$ cat config.mk
export PLATFORM = sky130hd
export DESIGN_NAME = output_compare_control_one
export DESIGN_NICKNAME = d
export VERILOG_FILES = /design/src/design/output_compare_control_one.v
export VERILOG_INCLUDE_DIRS = /design/src /design/src/design
export SDC_FILE = /design/constraint.sdc
export NUM_CORES = 1
export LEC_CHECK = 0
export ABC_CLOCK_PERIOD_IN_PS = 1600
export BUFFER_PORTS_ARGS = -buffer_cell sky130_fd_sc_hd__buf_2
export CAP_MARGIN = 0
export CORE_ASPECT_RATIO = 1.2
export CORE_MARGIN = 3
export CORE_UTILIZATION = 25
export CTS_CLUSTER_DIAMETER = 30
export DETAILED_ROUTE_END_ITERATION = 8
export PLACE_DENSITY = 0.6
export SLEW_MARGIN = 0
export SYNTH_ARGS = -nofsm -noshare
export SYNTH_HDL_FRONTEND = slang
export SYNTH_SLANG_ARGS = --single-unit
$ cat constraint.sdc
create_clock -name i_clk_sys -period 1.6 [get_ports i_clk_sys]
set_clock_uncertainty 0.2 [all_clocks]
set_input_delay 0.4 -clock i_clk_sys [delete_from_list [all_inputs] [get_ports i_clk_sys]]
set_output_delay 0.4 -clock i_clk_sys [all_outputs]
set_load 0.005 [all_outputs]
$ cat src/design/compare_control_defines.vh
`ifndef COMPARE_CONTROL_DEFINES_VH
`define COMPARE_CONTROL_DEFINES_VH
// register byte addresses on the apb
`define ADDR_CTRL_ONE        12'h000
`define ADDR_IRQ_STATUS      12'h004
`define ADDR_IRQ_MASK        12'h008
// control register fields
`define BIT_HALT_IN_IDLE     13
`define POS_TIME_BASE_HI     12
`define POS_TIME_BASE_LO     10
`define BIT_FAULT_B_ENABLE   8
`define BIT_FAULT_A_ENABLE   7
`define BIT_FAULT_B_FLAG     5
`define BIT_FAULT_A_FLAG     4
`define BIT_TRIGGER_BEHAV    3
`define POS_COMPARE_MODE_HI  2
`define POS_COMPARE_MODE_LO  0
// writable bits of the control register
`define CTRL_WRITE_MASK      16'h3D8F
`define CTRL_RESET           16'h0000
// time base codes
`define TB_PERIPH_CLK        3'h7
`define TB_RESERVED          3'h6
`define TB_TRIG_GEN          3'h5
`define TB_TIMER_0           3'h0
`define TB_TIMER_1           3'h1
`define TB_TIMER_2           3'h2
// interrupt status/mask bits
`define IRQ_FAULT_A          0
`define IRQ_FAULT_B          1
`define IRQ_RESET            2'h0
`endif

$ cat src/design/output_compare_control_one.v
// Behaviour
// - time base: 111 periph, 110 reserved, 101 trigger
// - fault b enable gates fault b input
// - fault a enable gates fault a pin
// - fault flags set by hardware on faults
// - channels one-four drive trigger outputs four-seven
`timescale 1ns/1ps
`default_nettype none
`include "compare_control_defines.vh"
module output_compare_control_one #(
  parameter CHANNELS = 4
) (
  input  wire                i_clk_sys,
  input  wire                i_resetn,
  input  wire                i_psel,
  input  wire                i_penable,
  input  wire                i_pwrite,
  input  wire [11:0]         i_paddr,
  input  wire [31:0]         i_pwdata,
  output wire                o_pready,
  output reg  [31:0]         o_prdata,
  output wire                o_pslverr,
  input  wire                i_fault_a_pin,
  input  wire                i_fault_b,
  input  wire                i_cpu_idle,
  input  wire                i_periph_tick,
  input  wire                i_trig_gen_tick,
  input  wire [2:0]          i_timer_tick,
  input  wire [CHANNELS-1:0] i_channel_event,
  output reg                 o_time_base_tick,
  output wire                o_channel_run,
  output wire                o_fault_active,
  output reg  [CHANNELS-1:0] o_trigger_generator_output,
  output wire                o_irq
);
  // fault inputs: index 0 is fault a, index 1 is fault b
  localparam FAULTS = 2;
  localparam [15:0] CTRL_RESET_VALUE = `CTRL_RESET;

  // control register fields, one register per field
  reg                 halt_in_idle;
  reg  [2:0]          time_base_select;
  reg                 fault_b_enable;
  reg                 fault_a_enable;
  reg                 fault_b_flag;
  reg                 fault_a_flag;
  reg                 trigger_behaviour;
  reg  [2:0]          compare_mode_field;
  // interrupt status and mask
  reg  [1:0]          irq_status;
  reg  [1:0]          irq_mask;
  // combinational next values
  reg                 next_tick;
  reg  [31:0]         next_rdata;
  wire [CHANNELS-1:0] next_trigger;
  // register view and write data
  wire [15:0]         ctrl;
  wire [15:0]         ctrl_wdata;
  // fault paths, one bit per fault input
  wire [FAULTS-1:0]   fault_pins;
  wire [FAULTS-1:0]   fault_enables;
  wire [FAULTS-1:0]   fault_flags;
  wire [FAULTS-1:0]   fault_seen;
  wire [FAULTS-1:0]   fault_rise;
  // bus decode
  wire                setup_phase;
  wire                wr_en;
  wire                rd_en;
  wire                wr_ctrl;
  wire                wr_mask;
  wire                rd_status;
  genvar              g;

  // apb strobes; every access completes with no wait state
  assign setup_phase = i_psel & ~i_penable;
  assign wr_en       = i_psel & i_penable & i_pwrite;
  assign rd_en       = i_psel & i_penable & ~i_pwrite;
  assign wr_ctrl     = wr_en & (i_paddr == `ADDR_CTRL_ONE);
  assign wr_mask     = wr_en & (i_paddr == `ADDR_IRQ_MASK);
  assign rd_status   = rd_en & (i_paddr == `ADDR_IRQ_STATUS);
  assign o_pready    = 1'b1;
  assign o_pslverr   = 1'b0;

  // fault inputs gathered into vectors in index order
  assign fault_pins[`IRQ_FAULT_A]    = i_fault_a_pin;
  assign fault_pins[`IRQ_FAULT_B]    = i_fault_b;
  assign fault_enables[`IRQ_FAULT_A] = fault_a_enable;
  assign fault_enables[`IRQ_FAULT_B] = fault_b_enable;
  assign fault_flags[`IRQ_FAULT_A]   = fault_a_flag;
  assign fault_flags[`IRQ_FAULT_B]   = fault_b_flag;

  // per fault input: three stage synchroniser, a level change is taken once
  // stages two and three agree, then the enable decides whether it counts
  generate
    for (g = 0; g < FAULTS; g = g + 1) begin : fault_cond
      reg [2:0] sync;
      reg       level;
      always @(posedge i_clk_sys or negedge i_resetn) begin
        if (!i_resetn) begin
          sync  <= 3'h0;
          level <= 1'b0;
        end else begin
          sync <= {sync[1:0], fault_pins[g]};
          if (sync[2] == sync[1])
            level <= sync[2];
        end
      end
      assign fault_seen[g] = level & fault_enables[g]; // a disabled input is ignored
      assign fault_rise[g] = fault_seen[g] & ~fault_flags[g];
    end
  endgenerate
  assign o_fault_active = |fault_flags;

  // only the writable bits of a control write reach the fields
  assign ctrl_wdata = i_pwdata[15:0] & `CTRL_WRITE_MASK;

  // software fields of the control register
  always @(posedge i_clk_sys or negedge i_resetn) begin
    if (!i_resetn) begin
      halt_in_idle       <= CTRL_RESET_VALUE[`BIT_HALT_IN_IDLE];
      time_base_select   <= CTRL_RESET_VALUE[`POS_TIME_BASE_HI:`POS_TIME_BASE_LO];
      fault_b_enable     <= CTRL_RESET_VALUE[`BIT_FAULT_B_ENABLE];
      fault_a_enable     <= CTRL_RESET_VALUE[`BIT_FAULT_A_ENABLE];
      trigger_behaviour  <= CTRL_RESET_VALUE[`BIT_TRIGGER_BEHAV];
      compare_mode_field <= CTRL_RESET_VALUE[`POS_COMPARE_MODE_HI:`POS_COMPARE_MODE_LO];
    end else if (wr_ctrl) begin
      halt_in_idle       <= ctrl_wdata[`BIT_HALT_IN_IDLE];
      time_base_select   <= ctrl_wdata[`POS_TIME_BASE_HI:`POS_TIME_BASE_LO];
      fault_b_enable     <= ctrl_wdata[`BIT_FAULT_B_ENABLE];
      fault_a_enable     <= ctrl_wdata[`BIT_FAULT_A_ENABLE];
      trigger_behaviour  <= ctrl_wdata[`BIT_TRIGGER_BEHAV];
      compare_mode_field <= ctrl_wdata[`POS_COMPARE_MODE_HI:`POS_COMPARE_MODE_LO];
    end
  end

  // condition flags follow the enabled fault level; software cannot write them
  always @(posedge i_clk_sys or negedge i_resetn) begin
    if (!i_resetn) begin
      fault_b_flag <= CTRL_RESET_VALUE[`BIT_FAULT_B_FLAG];
      fault_a_flag <= CTRL_RESET_VALUE[`BIT_FAULT_A_FLAG];
    end else begin
      fault_b_flag <= fault_seen[`IRQ_FAULT_B];
      fault_a_flag <= fault_seen[`IRQ_FAULT_A];
    end
  end

  // register view: unimplemented bits read as zero
  assign ctrl = {2'h0, halt_in_idle, time_base_select, 1'b0,
                 fault_b_enable, fault_a_enable, 1'b0,
                 fault_b_flag, fault_a_flag,
                 trigger_behaviour, compare_mode_field};

  // interrupt mask register
  always @(posedge i_clk_sys or negedge i_resetn) begin
    if (!i_resetn)
      irq_mask <= `IRQ_RESET;
    else if (wr_mask)
      irq_mask <= i_pwdata[1:0];
  end

  // sticky interrupt status; a read clears only the bits it returned, so an
  // event that lands between capture and clear is kept, and a set always wins
  always @(posedge i_clk_sys or negedge i_resetn) begin
    if (!i_resetn)
      irq_status <= `IRQ_RESET;
    else if (rd_status)
      irq_status <= (irq_status & ~o_prdata[1:0]) | fault_rise;
    else
      irq_status <= irq_status | fault_rise;
  end
  assign o_irq = |(irq_status & irq_mask);

  // read data mux, unmapped addresses read as zero
  always @* begin
    next_rdata = 32'h0000_0000;
    case (i_paddr)
      `ADDR_CTRL_ONE:   next_rdata = {16'h0000, ctrl};
      `ADDR_IRQ_STATUS: next_rdata = {30'h0000_0000, irq_status};
      `ADDR_IRQ_MASK:   next_rdata = {30'h0000_0000, irq_mask};
      default:          next_rdata = 32'h0000_0000;
    endcase
  end

  // the channel halts only when halt in idle is set and the processor idles
  assign o_channel_run = ~(halt_in_idle & i_cpu_idle);

  // time base source; reserved and unassigned codes give no tick
  always @* begin
    next_tick = 1'b0;
    case (time_base_select)
      `TB_PERIPH_CLK: next_tick = i_periph_tick;
      `TB_RESERVED:   next_tick = 1'b0;
      `TB_TRIG_GEN:   next_tick = i_trig_gen_tick;
      `TB_TIMER_0:    next_tick = i_timer_tick[0];
      `TB_TIMER_1:    next_tick = i_timer_tick[1];
      `TB_TIMER_2:    next_tick = i_timer_tick[2];
      default:        next_tick = 1'b0;
    endcase
  end

  // compare channel n drives trigger generator output n plus three, so
  // index 0 is trigger output four and index 3 is trigger output seven
  generate
    for (g = 0; g < CHANNELS; g = g + 1) begin : trig_map
      assign next_trigger[g] = i_channel_event[g];
    end
  endgenerate

  // read data is captured in the setup cycle and stands through the access
  always @(posedge i_clk_sys or negedge i_resetn) begin
    if (!i_resetn)
      o_prdata <= 32'h0000_0000;
    else if (setup_phase)
      o_prdata <= next_rdata;
  end

  // registered tick, gated by the run state so a halted channel sees none
  always @(posedge i_clk_sys or negedge i_resetn) begin
    if (!i_resetn)
      o_time_base_tick <= 1'b0;
    else
      o_time_base_tick <= next_tick & o_channel_run;
  end

  // trigger generator outputs, one cycle behind the compare events
  always @(posedge i_clk_sys or negedge i_resetn) begin
    if (!i_resetn)
      o_trigger_generator_output <= {CHANNELS{1'b0}};
    else
      o_trigger_generator_output <= next_trigger;
  end
endmodule // output_compare_control_one
`default_nettype wire

# Word level (Yosys, flattened, before mapping)
# Index checks and enable logic that the tools add are counted.
# Widths: inputs -> output; s select.
[classes] eq_ne=8 mux=3 bitwise=23 reduce_logical=4
[ops] operator="$pmux 14 s3" count=1
[ops] operator="$and 1x1->1" count=13
[ops] operator="$eq 12x3->1 const B" count=1
[ops] operator="$eq 12x4->1 const B" count=1
[ops] operator="$logic_not 12->1" count=1
[ops] operator="$eq 3x3->1 const B" count=2
[ops] operator="$not 1->1" count=5
[ops] operator="$pmux 1 s5" count=1
[ops] operator="$and 2x2->2" count=2
[ops] operator="$or 2x2->2" count=2
[ops] operator="$reduce_or 2->1" count=2
[ops] operator="$eq 3x1->1 const B" count=1
[ops] operator="$eq 3x2->1 const B" count=1
[ops] operator="$logic_not 3->1" count=1
[ops] operator="$eq 1x1->1" count=2
[ops] operator="$mux 2" count=1
[ops] operator="$not 2->2" count=1
[totals] register_bits=61 in_bits=61 out_inout_bits=42 word_cells=55

# Depth between registers and ports, before layout
# Gate-level depths: netlist of the first run.
[logic_depth] ltp_word=4 ltp_mapped=5 ltp_nobuf=4

# Least setup slack after synthesis of the first run
# Ideal clock, no wire load.
[synth_path] path_kind="input to register" from="input i_paddr[1]" to="register compare_mode_field[0]" setup_ns=0.125 arrival_time_ns=2.214 t_required_ns=1.275 slack_ns=-0.939 cell_stages=4 path_buffers=0 cell_sequence="or4_4 or4_4 nor3_4 mux2_2"
[synth_between] elab_chain_len=2
[synth_rtl] element="from (decl)" line="output_compare_control_one.v:18" text="input wire [11:0] i_paddr,"
[synth_rtl] element="$logic_not 12->1"
[synth_rtl] element="$and 1x1->1" line="output_compare_control_one.v:78" text="assign wr_ctrl = wr_en & (i_paddr == `ADDR_CTRL_ONE);"
[synth_rtl] element="to (signal assigned)" line="output_compare_control_one.v:125" text="compare_mode_field <= CTRL_RESET_VALUE[`POS_COMPARE_MODE_HI:`POS_COMPARE_MODE_LO];"
[synth_rtl] element="to (signal assigned)" line="output_compare_control_one.v:132" text="compare_mode_field <= ctrl_wdata[`POS_COMPARE_MODE_HI:`POS_COMPARE_MODE_LO];"
[synth_rtl] element="to (decl)" line="output_compare_control_one.v:48" text="reg [2:0] compare_mode_field;"
# Every way passes these cells.
# A chain may end at the register's enable or synchronous reset.

# Worst setup path in the final report of the first run
[layout_path] from="input i_paddr[1]" to="register fault_a_enable"
[layout_between] elab_chain_len=2
[layout_rtl] element="$logic_not 12->1"
[layout_rtl] element="$and 1x1->1" line="output_compare_control_one.v:78"
[layout_rtl] element="to (signal assigned)" line="output_compare_control_one.v:123" text="fault_a_enable <= CTRL_RESET_VALUE[`BIT_FAULT_A_ENABLE];"
[layout_rtl] element="to (signal assigned)" line="output_compare_control_one.v:130" text="fault_a_enable <= ctrl_wdata[`BIT_FAULT_A_ENABLE];"
[layout_rtl] element="to (decl)" line="output_compare_control_one.v:44" text="reg fault_a_enable;"
# Every way passes these cells.

==> results of run 1 <==
## state kept, by name, summed over array words and instances (netlist names)
| register | count |
|---|---|
| compare_mode_field | 3 |
| fault_a_enable | 1 |
| fault_a_flag | 1 |
| fault_b_enable | 1 |
| fault_b_flag | 1 |
| fault_cond.level | 2 |
| fault_cond.sync | 6 |
| halt_in_idle | 1 |
| irq_mask | 2 |
| irq_status | 2 |
| o_prdata | 12 |
| o_time_base_tick | 1 |
| o_trigger_generator_output | 4 |
| time_base_select | 3 |
| trigger_behaviour | 1 |
## cell type report
cell class,instances,area (µm²),share of cell area (%)
Sequential cell,41,1030,42.8
Multi-Input combinational cell,85,637,26.6
Timing Repair Buffer,81,517,21.6
Tap cell,85,106,4.44
Clock buffer,5,68.8,2.87
Inverter,6,22.5,0.940
Clock inverter,3,17.5,0.731
## power by group
group	total, mW	switching (mW)	internal, mW
sequential	1.06	0.00779	1.06
clock	0.654	0.353	0.301
combinational	0.150	0.0770	0.0727
total	1.87	0.438	1.43
## placed cells by master (no fill, tap or decap), types with 2 or more instances in the layout
| master | instances |
|---|---|
| a22o_1 | 13 |
| and2_1 | 2 |
| buf_12 | 2 |
| buf_2 | 57 |
| buf_4 | 14 |
| buf_6 | 5 |
| clkbuf_8 | 5 |
| clkinv_2 | 2 |
| conb_1 | 22 |
| dfrtp_1 | 41 |
| dlygate4sd3_1 | 3 |
| inv_1 | 6 |
| maj3_1 | 2 |
| mux2_2 | 10 |
| mux2_4 | 2 |
| mux2i_1 | 2 |
| nand2_1 | 4 |
| nand2b_1 | 4 |
| nand3_1 | 3 |
| nor2_1 | 2 |
| nor3_4 | 2 |
| o31a_1 | 2 |
| or4_4 | 4 |
## kinds of logic after synthesis
family          synth area share (%)
mux                             8.89
simple gates                    9.82
buf+inv                         11.4
fa+ha+maj                       1.15
flops                           58.8
compound gates                  9.53
other cells                    0.430
## final timing paths
| check | from | endpoint | slack (ps) | cells after the start |
|---|---|---|---|---|
| setup / recovery | i_paddr[1] | fault_a_enable$_DFFE_PN0P_ | -680 | 6 |
| hold / removal | i_channel_event[0] | o_trigger_generator_output[0]$_DFF_PN0_ | 10 | 1 |
| setup reg to reg | time_base_select[0]$_DFFE_PN0P_ | o_time_base_tick$_DFF_PN0_ | 360 | 4 |
| hold reg to reg | fault_cond[0].sync[0]$_DFF_PN0_ | fault_cond[0].sync[1]$_DFF_PN0_ | 150 | 0 |
| max in group asynchronous | i_resetn | fault_cond[0].sync[1]$_DFF_PN0_ | 400 | 3 |
| min in group asynchronous | i_resetn | o_trigger_generator_output[3]$_DFF_PN0_ | 340 | 2 |
## synthesized netlist by cell type
master    instances
dfrtp_1          41
buf_4            22
a22o_1           13
mux2_2           12
inv_1             6
nand2_1           4
nand2b_1          4
clkbuf_1          3
nand3_1           3
nor2_1            3
o21ai_0           3
and2_1            2
conb_1            2
maj3_1            2
mux2i_1           2
o31a_1            2
or2_2             2
or4_1             2
or4_4             2
a21oi_1           1
a221oi_1          1
a31oi_1           1
and4b_1           1
nor3_2            1
nor3_4            1
nor4_1            1
## through the flow
step                TNS (ps)  instance area [µm²]  cells  power [mW]
floorplan             -19270                 1820    157        1.16
global placement      -22860                 2160    287        1.21
detailed placement    -23510                 2160    287        1.22
CTS                   -15440                 2350    302        1.89
global route          -16630                 2390    306        1.96
finish                -15590                 2390    306        1.87
## routing by layer
layer | global-route usage (%) | wire length, µm
met1 | 12.2 | 1600
met2 | 16.2 | 1990
met3 | 2.78 | 363
met4 | 3.84 | 97
met5 | 0 | 0
## timing repair
item,CTS,global route
buffers inserted,4,3
gates resized for setup,12,3
gates cloned,1,0
endpoints found under the setup margin,27,27
pin swaps,4,2
endpoints found under the hold margin,14,1
hold buffers,2,1
==> impl_metrics.json, run 1 <==
{
  "synth_warnings": 0,
  "drc": 0,
  "dp_hpwl_um": 2880,
  "worstPathMaxFanout": 10,
  "arrival_ps": 2250,
  "worst-path-buf-inv": 2,
  "yosysUniqueCellTypes": 26,
  "syn-cell-area_um2": 1750,
  "cts_made_buffers": 5,
  "fmax_ghz": 0.438,
  "violations": "setup timing",
  "clockRootBuffer": "clkbuf_8",
  "ir_drop_uv": 479,
  "cp_common_cell": "or4_4",
  "dpl_worst_slack_ps": -995,
  "outcome": "complete, but fails checks",
  "final_core_util_pct": 36.3,
  "syn_inst": 137,
  "ys_ff_latch": 41,
  "antenna_found_initial": 0,
  "synth_area_leaders": "dfrtp_1 59%, buf_4 9.5%, mux2_2 7.7%",
  "finalHoldViolCount": 0,
  "grt_pass1_wl_um": 6200,
  "antennaDiodeCount": 0,
  "hold_class": "primary input to flip-flop",
  "die_x_um": 82.3,
  "die_h_um": 97.5,
  "cts_sinks": 41,
  "yosysTopAreaCell": "dfrtp_1",
  "grt_setup_unrepaired": "yes",
  "final_antenna_net_count": 0,
  "gr-total-overflow": 0,
  "crit_slowest_cell": "or4_4",
  "fin_ws_ps": -681,
  "worstSetupStartpointType": "primary input",
  "seq_area_frac_synth_pct": 58.8,
  "setup_violations": 27,
  "post_drt_wl_per_cell_um": 13.2,
  "required_ps": 1570,
  "post-route-period-util_pct": 143,
  "drtIter0Drc": 60,
  "clockBufferDepth": 2,
  "grt_max_degree": 29,
  "nets": 281,
  "ios": 103,
  "routed_wl_um": 4050,
  "fillers": 670,
  "initial_core_util_pct": 26.4,
  "cap_viol_max_count": 0,
  "viasPerCell": 4.22,
  "min_period_ps": 2280,
  "slowest_delay_ps": 560,
  "worstSetupEndpointType": "flip-flop",
  "gp_congestion": 0.767,
  "grt_usage_pct": 9.95,
  "p_leak_nw": 1.24,
  "grt_pass1_vias": 1305,
  "dieArea_um2": 8020,
  "via_count": 1290,
  "clkLatencyLatePin_ps": 290,
  "area_growth_pct": 37.2,
  "syn_avg_cell_area_um2": 12.7,
  "portBuffers": 58,
  "cts_tree": "built",
  "synth_top_area_share_pct": 58.8,
  "worstSetupPathType": "primary input to flip-flop",
  "rows": 32,
  "cts_max_level": 2,
  "worstPathCellList": "buf_6 -> or4_4 -> or4_4 -> nor3_4 -> buf_12 -> mux2_2",
  "powerDensity_nw_per_um2": 780,
  "drv_slew": 0,
  "layout-drive-gt1-share_pct": 49.3,
  "first_pass_iters": 4,
  "holdWs_ps": 13.8,
  "path_clk_slew_ps": 80,
  "crit_family": "simple AND/OR/NAND/NOR gates",
  "core_um2": 6610
}
Power figures use the tool's default switching activity.
==> run 2: changes to the inputs <==
- CORE_ASPECT_RATIO: 1.2 -> unset
==> run 2 against run 1 <==
Against the previous run: worst setup slack improved by 20 ps; the flow still finishes with violations (setup timing); die area barely moved; clock power rose by 32%; critical path depth did not move; largest power group unchanged; clock-buffer cell count rose by 1; non-clock buffer count rose by 2; combinational power rose by 4%; utilization rose by 1.5 points; cell area rose by 3.6%; total power rose by 11%; highest routed layer unchanged; register-to-register slack barely moved.
==> impl_metrics.json, run 2 (synthesis gave the netlist of run 1 again) <==
{
  "largest_reg_flops": 12,
  "path_clk_slew_ps": 80,
  "gp_congestion": 0.726,
  "p_sw_mw": 0.440,
  "post_drt_wl_per_cell_um": 12.4,
  "worstPathMaxFanout": 10,
  "power_frac_seq_pct": 51.1,
  "finalHoldViolCount": 0,
  "post-route-period-util_pct": 141,
  "cts_sinks": 41,
  "cts_tree": "built",
  "antennaDiodeCount": 0,
  "first_pass_iters": 4,
  "rows": 29,
  "layout.cells.most_common": "buf_2",
  "layout_common_cells": "57 x buf_2, 41 x dfrtp_1, 22 x conb_1",
  "area_growth_pct": 42.1,
  "cts_made_buffers": 5,
  "clkPwrFrac_pct": 41.4,
  "initial_core_util_pct": 26.6,
  "arrival_ps": 2240,
  "dieArea_um2": 8020,
  "fmax_ghz": 0.442,
  "stdcell_area_um2": 2480,
  "final_antenna_net_count": 0,
  "grt_setup_unrepaired": "yes",
  "holdWs_ps": 138,
  "die_h_um": 89.6,
  "portBuffers": 58,
  "hold_class": "primary input to flip-flop",
  "via_count": 1269,
  "swShare_pct": 21.1,
  "clockBufferDepth": 2,
  "largest-register": "o_prdata",
  "reg.largest.list": "o_prdata x12, fault_cond.sync x6, o_trigger_generator_output x4",
  "dp_hpwl_um": 2800,
  "ir_drop_uv": 607,
  "ios": 103,
  "worstSetupEndpointType": "flip-flop",
  "grt_usage_pct": 9.78,
  "cap_viol_max_count": 0,
  "cts_max_level": 2,
  "grt_max_degree": 42,
  "outcome": "complete, but fails checks",
  "die_x_um": 89.6,
  "antenna_found_initial": 0,
  "hold_start": "i_pwdata[2]",
  "p_leak_nw": 1.27,
  "worstSetupPathType": "primary input to flip-flop",
  "drc": 0,
  "rr_startpoint": "time_base_select[0]$_DFFE_PN0P_",
  "gr-total-overflow": 0,
  "grt_pass1_vias": 1258,
  "setup_violations": 27,
  "required_ps": 1580,
  "drv_slew": 0,
  "grt_pass1_wl_um": 5870,
  "clockRootBuffer": "clkbuf_8",
  "powerDensity_nw_per_um2": 839,
  "core_um2": 6570,
  "finalPower_mw": 2.08,
  "dpl_cell_area_um2": 2170,
  "drtIter0Drc": 54,
  "worstSetupStartpointType": "primary input",
  "viasPerCell": 4.02,
  "nets": 283,
  "routed_wl_um": 3930,
  "fin_ws_ps": -662,
  "layout-drive-gt1-share_pct": 48.4,
  "min_period_ps": 2260,
  "violations": "setup timing",
  "clkLatencyLatePin_ps": 290,
  "internal_power_mw": 1.64,
  "critical_path.startpoint": "i_paddr[1]",
  "combPwrFrac_pct": 7.5
}
-- run 2: final cells by class --
class / instances / area (µm²)
Fill cell: 652 / 4090
Sequential cell: 41 / 1030
Multi-Input combinational cell: 85 / 653
Timing Repair Buffer: 83 / 542
Tap cell: 93 / 116
Clock buffer: 6 / 82.6
Clock inverter: 2 / 37.5
Inverter: 6 / 22.5
-- run 2: repair_timing --
item	4_1_cts	5_1_grt
cloned	1	0
resized for setup	14	5
pin swaps	6	4
hold endpoints to repair	43	4
setup buffers	3	2
hold buffers	3	4
endpoints found under the setup margin	27	28
-- run 2: through the flow --
step           util, %  TNS [ps]  setup WS [ps]  cells
2_1_floorplan        -    -19270           -889    157
3_3_place_gp      33.0    -22970           -967    295
3_5_place_dp      33.0    -23190           -965    295
4_1_cts           36.6    -15360           -653    310
5_1_grt           37.8    -15730           -682    316
6_report          37.8    -15170           -662    316
-- run 2: power by group through the flow --
stage / registers (mW) / logic, mW / clock network (mW)
after floorplan: 1.08 / 0.0773 / 0
after global placement: 1.08 / 0.132 / 0
after detailed placement: 1.08 / 0.135 / 0
after CTS: 1.06 / 0.148 / 0.891
after global routing: 1.07 / 0.176 / 0.948
final: 1.06 / 0.156 / 0.862
-- run 2: routing by layer --
metal | vias to the layer above | GRT usage, % | routed length (µm)
met1 | 603 | 12.2 | 1610
met2 | 58 | 15.2 | 1900
met3 | 5 | 4.70 | 387
met5 | - | 0 | 0
li1 | 603 | - | -
met4 | 0 | 2.44 | 32
-- run 2: critical path, stage by stage --
cell	delay (ps)
buf_6	90
or4_4	520
or4_4	560
nor3_4	170
buf_12	160
mux2_2	330
-- run 2: final timing paths --
check,endpoint,slack [ps],depth (start not counted)
worst max-delay path,trigger_behaviour$_DFFE_PN0P_,-660,6
worst min-delay path,compare_mode_field[2]$_DFFE_PN0P_,140,2
worst max register to register,o_time_base_tick$_DFF_PN0_,350,4
worst min register to register,fault_cond[0].sync[1]$_DFF_PN0_,150,0
max in group asynchronous,o_prdata[1]$_DFFE_PN0P_,610,3
min in group asynchronous,o_trigger_generator_output[2]$_DFF_PN0_,400,3
